**src/logic/lars_pkg.sv**
```systemverilog
// package for the linear array readout sequencer: sizes and carrier types
package lars_pkg;
	localparam int unsigned SECTION_STAGES = 448;
	localparam int unsigned IDX_W          = 9;
	localparam int unsigned NUM_SECTIONS   = 2;
	localparam logic [IDX_W-1:0] LAST_STAGE = 9'h1BF;
	localparam logic [IDX_W-1:0] FIRST_STAGE = 9'h000;

	// per-section view of the analog path controls
	typedef struct packed {
		logic             readActive;
		logic [IDX_W-1:0] pixelSelect;
		logic             resetPulse;
		logic [IDX_W-1:0] resetIndex;
		logic             endOut;
	} lars_section_s;

	typedef logic [SECTION_STAGES-1:0] lars_chain_t;
endpackage

```
**src/logic/lars_sequencer.sv**
```systemverilog
// readout sequencer for a two-section linear photodiode array
`timescale 1ns/1ns
`default_nettype none

// What this block does
// - a start sampled high on one rising edge loads a token into 448 stages
// - both sections share one clock and may run independently
// - in serial mode section 1 last stage starts section 2, forming 896 stages
// - section 2 end output marks completion and can start a cascaded device
// - token advances one stage per edge selecting one pixel per clock period
// - when the token leaves a stage, that pixel integrator is reset
// - the 897th edge in chained use clears the token, the 898th tristates output
// - a section analog output is high impedance outside its readout phase
// - integration time equals spacing between readouts, set by start spacing
// - sequencing is driven by clock and start inputs, with serialMode choosing what starts section 2
// - each section drives its own output, and only while that section reads
module lars_sequencer (
	input  wire logic                               clock,
	input  wire logic                               rst_b,
	input  wire logic                               startInSec1,
	input  wire logic                               startInSec2,
	input  wire logic                               serialMode,
	output logic                                    endOutSec1,
	output logic                                    endOutSec2,
	output lars_pkg::lars_section_s [lars_pkg::NUM_SECTIONS-1:0] secState,
	output logic                                    pixelOutSec1OeB,
	output logic                                    pixelOutSec2OeB,
	output logic                                    pixelAnalogOutOeB
);
	import lars_pkg::*;

	// token chains, one per section
	lars_chain_t chain_r [NUM_SECTIONS];
	logic [NUM_SECTIONS-1:0] endOut_r;
	logic [NUM_SECTIONS-1:0] startSel;
	lars_section_s [NUM_SECTIONS-1:0] sec_r;
	lars_section_s [NUM_SECTIONS-1:0] sec_nxt;

	// chained use: section 2 takes the token from section 1's last stage on
	// the very edge that empties it, so the 896 pixels follow with no gap
	wire [NUM_SECTIONS-1:0]  lastBit;
	wire [NUM_SECTIONS-1:0]  active;
	logic                    sec2FromChain;

	// section 1 always listens to its own start pin
	assign startSel[0]   = startInSec1;
	// section 2 start pin is ignored while chained
	assign sec2FromChain = serialMode & lastBit[0];
	assign startSel[1]   = serialMode ? sec2FromChain : startInSec2;

	genvar g;
	generate
		for (g = 0; g < NUM_SECTIONS; g++) begin : gSec
			wire [IDX_W-1:0]  idx;
			lars_chain_t      chainNxt;
			logic             resetPulseNxt;
			logic [IDX_W-1:0] resetIndexNxt;
			logic             endNxt;

			// any set stage means the section is reading out
			assign active[g]  = |chain_r[g];
			// the stage about to shift out marks the end of the section
			assign lastBit[g] = chain_r[g][SECTION_STAGES-1];
			assign endNxt     = lastBit[g];
			// start enters stage 0, every other stage takes its neighbour
			assign chainNxt   = {chain_r[g][SECTION_STAGES-2:0], startSel[g]};

			// encode token position one index bit at a time; a single token
			// is assumed, two tokens would merge their indices
			for (genvar b = 0; b < IDX_W; b++) begin : gIdx
				logic hit;
				always_comb begin
					hit = 1'b0;
					for (int i = 0; i < SECTION_STAGES; i++) begin
						if (((i >> b) & 1) == 1) begin
							hit = hit | chain_r[g][i];
						end
					end
				end
				assign idx[b] = hit;
			end

			// the pixel shown last cycle has just lost its token: reset it now
			assign resetPulseNxt = sec_r[g].readActive;
			assign resetIndexNxt = sec_r[g].pixelSelect;

			always_comb begin
				sec_nxt[g].readActive  = active[g];
				sec_nxt[g].pixelSelect = idx;
				sec_nxt[g].resetPulse  = resetPulseNxt;
				sec_nxt[g].resetIndex  = resetIndexNxt;
				sec_nxt[g].endOut      = endNxt;
			end

			// shift one stage per edge; integration time is the start spacing
			always_ff @(posedge clock or negedge rst_b) begin
				if (!rst_b) begin
					chain_r[g]  <= '0;
					endOut_r[g] <= 1'b0;
				end else begin
					chain_r[g]  <= chainNxt;
					endOut_r[g] <= endNxt;
				end
			end
		end
	endgenerate

	// registered view; reset strobe names the pixel whose stage was just left
	always_ff @(posedge clock or negedge rst_b) begin
		if (!rst_b) begin
			sec_r <= '0;
		end else begin
			sec_r <= sec_nxt;
		end
	end

	// outputs: enables active low, drive only while a section reads
	assign secState          = sec_r;
	assign endOutSec1        = endOut_r[0];
	assign endOutSec2        = endOut_r[1];
	assign pixelOutSec1OeB   = ~sec_r[0].readActive;
	assign pixelOutSec2OeB   = ~sec_r[1].readActive;
	// tied output bus: enabled while either section reads, both at once in parallel mode, sharing one clock
	assign pixelAnalogOutOeB = ~(sec_r[0].readActive | sec_r[1].readActive);

endmodule // lars_sequencer

`default_nettype wire

```
**config.mk**
```make
export PLATFORM = sky130hd
export DESIGN_NAME = lars_sequencer
export DESIGN_NICKNAME = d
export VERILOG_FILES = /design/src/logic/lars_pkg.sv /design/src/logic/lars_sequencer.sv
export SDC_FILE = /design/constraint.sdc
export NUM_CORES = 1
export LEC_CHECK = 0
export CAP_MARGIN = 15
export CORE_UTILIZATION = 35
export CTS_CLUSTER_SIZE = 24
export DETAILED_ROUTE_END_ITERATION = 10
export DONT_BUFFER_PORTS = 1
export GPL_ROUTABILITY_DRIVEN = 0
export SETUP_SLACK_MARGIN = 0.15
export SYNTH_ARGS = -nofsm -noshare
export SYNTH_HDL_FRONTEND = slang
export SYNTH_SLANG_ARGS = --single-unit
```
**constraint.sdc**
```tcl
create_clock -name clock -period 3.4 [get_ports clock]
set_input_delay 0.68 -clock clock [delete_from_list [all_inputs] [get_ports clock]]
set_output_delay 0.68 -clock clock [all_outputs]
set_load 0.01 [all_outputs]
```
; Word level (Yosys, flattened, before mapping)
; Cells that the tools add are included.
[word_totals]
rom_bits = 0
regBits = 938
ram_bits = 0
output_inout_bits = 47
n_memories = 0
latch_bits = 0
[op_classes]
n_addsub = 0
n_lt_le_gt_ge = 0
eq_ne = 0
n_mul = 0
reduce_logical = 2
shifts = 0
div = 0
bitwise = 3827
n_mux = 1
[ops]
columns = cell, count
row1 = $or 1x1->1, 3823
row2 = $reduce_or 448->1, 2
row3 = $not 1->1, 3
row4 = $and 1x1->1, 1
row5 = $mux 1, 1

; Logic depth before layout (Yosys ltp)
[depth]
ltp_word = 223
mapped_depth = 6

; Worst setup path after synthesis
; OpenSTA, ideal clock, no wires.
[synth_path]
path_type = register -> register
start = reg chain_r[548] (netlist bit)
end = reg sec_r, in the netlist gSec[0].resetPulseNxt
setup_time_ns = 0.139
stages_incl_launch_ff = 6
t_arrival_ns = 2.217
setup_slack_ns = 1.045
period_less_slack_ns = 2.355
path_cell_list = dfrtp_1 or4_1 or4_1 nor4_2 nand4_1 or4_1
[synth_via]
elab_chain_cells = 1
[synth_rtl]
columns = item, line
row1 = from (decl), lars_sequencer.sv:33  ; lars_chain_t chain_r [NUM_SECTIONS];
row2 = "from (signal, indexed assignment)", lars_sequencer.sv:101  ; chain_r[g] <= chainNxt;
row3 = $reduce_or 448->1, lars_sequencer.sv:61  ; assign active[g] = |chain_r[g];
row4 = net active[0], lars_sequencer.sv:42  ; wire [NUM_SECTIONS-1:0] active;
row5 = to (signal assigned), lars_sequencer.sv:113  ; sec_r <= sec_nxt;
row6 = to (decl), lars_sequencer.sv:36  ; lars_section_s [NUM_SECTIONS-1:0] sec_r;
; The timed path passes the listed nets, and every way through them passes these cells.

; Worst setup path in the final report
[layout_path]
start = reg chain_r[895] (netlist bit)
end = reg sec_r, in the netlist gSec[0].resetIndexNxt[5]
[layout_via]
elab_chain_cells = 1
[layout_rtl]
columns = item, line
row1 = $or 1x1->1, lars_sequencer.sv:76  ; hit = hit | chain_r[g][i];
row2 = net gSec[0].gIdx[5].hit, lars_sequencer.sv:71  ; logic hit;
; The timed path passes the listed nets, and every way through them passes these cells.

==> results.json <==
{
  "p_comb_share_pct": 1.5,
  "drc": 0,
  "cts.path.max_buffers": 3,
  "drt_iter0_drc": 2403,
  "fin_crit_ps": 2970,
  "nets": 1888,
  "drive_above_1_share_pct": 9.16,
  "syn-num-nets": 1768,
  "htree_levels": 3,
  "dr.pass1.iters": 8,
  "startpoint_type": "register",
  "grt-ovfl-total": 0,
  "pwr_density_cell_nw_per_um2": 661,
  "clkPwrFrac_pct": 46.7,
  "dieHeight_um": 286,
  "r2r_start": "chain_r[895]",
  "status": "finished, final reports clean",
  "start_util_pct": 35.6,
  "mostFrequentLayoutCell": "dfrtp_1",
  "cp_slowest_cell": "nor4_1",
  "cpPeakStageDelay_ps": 670,
  "maxCapViolations": 0,
  "tns_ps": 0,
  "maxClockFrequency_mhz": 337,
  "sw_frac_of_total_pct": 21.7,
  "leakage_nw": 16.7,
  "cts_tree": "built",
  "critPathArrivalTime_ps": 3470,
  "final.fill_count": 7017,
  "cp_cell_sequence": "nor4_1 -> nand3_1 -> or3_1 -> nor3_1 -> nand4_1 -> or3_1",
  "grt.total_usage_pct": 20.9,
  "rsz0062_at_grt": "false",
  "drv_slew": 0,
  "core-area_um2": 79500,
  "tightest_slew_ps": 1410,
  "crit_top_cell": "or3_1",
  "cts_resized": 0,
  "path_class": "reg2reg",
  "finalCritPeriodShare_pct": 87.3,
  "synth_area_per_cell_um2": 16.1,
  "final_util_pct": 41.5,
  "final_cell_mix": "938 x dfrtp_1, 396 x nor4_1, 101 x nand4_1",
  "power.share.sequential_pct": 51.8,
  "die_x_um": 286,
  "yosysSeqAreaShare_pct": 82.9,
  "finalHoldViolCount": 0,
  "ys_types": 25,
  "worstHoldPathType": "in2reg",
  "cts.sinks": 938,
  "holdCritStartpoint": "startInSec1",
  "layout_setup_ws_ps": 431,
  "cts_root_buf": "clkbuf_16",
  "vias_per_cell": 5.83,
  "dp_slack_ps": 550,
  "crit_path_end_kind": "register",
  "cts_buffers": 92,
  "clk_pin_slew_ps": 60,
  "maxSlewHeadroom_pct": 6.09,
  "netlist_area_um2": 28300,
  "p_sw_w": 0.00472,
  "rows": 103,
  "max-vdd-ir-drop_mv": 0.419,
  "grt_max_degree": 939,
  "required_ps": 3900,
  "dpl.hpwl_mm": 61.8,
  "internal_power_w": 0.0171,
  "critPathMaxFanout": 5,
  "io_buffer_count": 0,
  "syn_inst": 1763,
  "synth-seq-cells": 938,
  "dieArea_um2": 82000,
  "syn_to_final_growth_pct": 16.5,
  "cp-startpoint": "chain_r[895]",
  "setup_viol_count_final": 0,
  "clock_latency_ps": 670,
  "wirelength_mm": 84.2,
  "vias": 17500,
  "grt_antenna_before_repair": 6,
  "finClkSkew_ps": 41.4,
  "ant_nets": 0,
  "hold_slack_ps": 46.5,
  "io_pins": 52,
  "ys_warn_count": 0,
  "grt_pass1_wl_mm": 124,
  "grt_pass1_vias": 17900,
  "post_cts_buffers": 0,
  "wl_per_cell_um": 28.0
}
==> logic make-up after synthesis <==
family        after synthesis  synth area share [%]
mux                         1                0.0398
flops                     938                  82.9
simple gates              817                  16.9
buf+inv                     7                 0.146
==> critical path: cells and delay by family, from the launching register on <==
kind	cells	cell delay, ps
flops	1	580
simple gates	6	2230
==> power groups by stage <==
stage               sequential [W]  combinational, W  clock, W
floorplan                   0.0115         0.0000709         0
global placement            0.0115          0.000115         0
detailed placement          0.0115          0.000114         0
CTS                         0.0113          0.000114    0.0103
global route                0.0113          0.000385    0.0107
finish                      0.0113          0.000337    0.0102
==> per-stage QoR <==
step           area, um2  power (W)  std cells
2_1_floorplan      28300     0.0115       1763
4_1_cts            32800     0.0217       2999
3_3_place_gp       29800     0.0116       2833
5_1_grt            33000     0.0224       3005
6_report           33000     0.0218       3006
3_5_place_dp       29800     0.0116       2833
==> final cells by class <==
cell class / instances / area, um2 / share of cell area [%]
Antenna cell: 1 / 2.50 / 0.00759
Clock buffer: 133 / 2660 / 8.06
Clock inverter: 33 / 408 / 1.24
Inverter: 3 / 11.3 / 0.0341
Multi-Input combinational cell: 818 / 4780 / 14.5
Sequential cell: 938 / 23500 / 71.2
Tap cell: 1050 / 1310 / 3.98
Timing Repair Buffer: 30 / 328 / 0.994
==> Yosys cell counts <==
| cell | count | area (um2) |
|---|---|---|
| dfrtp_1 | 938 | 23500 |
| nor4_1 | 396 | 2480 |
| nand4_1 | 101 | 632 |
| nor2_1 | 71 | 267 |
| nand3_1 | 55 | 275 |
| nand2_1 | 54 | 203 |
| nor3_1 | 50 | 250 |
| or4_1 | 49 | 368 |
| or3_1 | 14 | 87.6 |
| and2_1 | 5 | 31.3 |
| and3_1 | 4 | 25.0 |
| buf_4 | 4 | 30.0 |
| nand4b_1 | 4 | 35.0 |
| inv_1 | 3 | 11.3 |
| nor4b_1 | 3 | 26.3 |
| and4_1 | 2 | 17.5 |
| nor4_2 | 2 | 25.0 |
| mux2_2 | 1 | 11.3 |
| nand2b_1 | 1 | 6.26 |
| nand4b_2 | 1 | 15.0 |
| nor2b_1 | 1 | 6.26 |
| nor3b_1 | 1 | 7.51 |
| or2_0 | 1 | 6.26 |
| or2_1 | 1 | 6.26 |
| or2_2 | 1 | 6.26 |
==> registers in the layout (all words and copies together) (netlist names) <==
register	count
chain_r	896
secState	20
gSec.resetIndexNxt	18
gSec.resetPulseNxt	2
endOutSec1	1
endOutSec2	1
==> per-layer routing <==
layer | GRT usage (%) | wire, um | vias up | share of wire [%]
li1 | - | - | 7001 | -
met1 | 28.6 | 34000 | 9213 | 40
met2 | 30.3 | 37100 | 1027 | 44
met3 | 6.10 | 8550 | 276 | 10
met4 | 10.4 | 4550 | 2 | 5.4
met5 | 0 | 13 | - | 0.015
==> path summary, 6_finish.rpt <==
path                                       endpoint  slack (ps)  cells past startpoint
setup reg to reg           gSec[0].resetIndexNxt[5]         430                      6
hold reg to reg                        chain_r[133]         360                      0
hold / removal                         chain_r[448]          50                      0
max in group asynchronous              chain_r[578]         700                      3
setup / recovery           gSec[0].resetIndexNxt[5]         430                      6
min in group asynchronous               chain_r[31]          60                      1
Power figures use the tool's default switching activity.
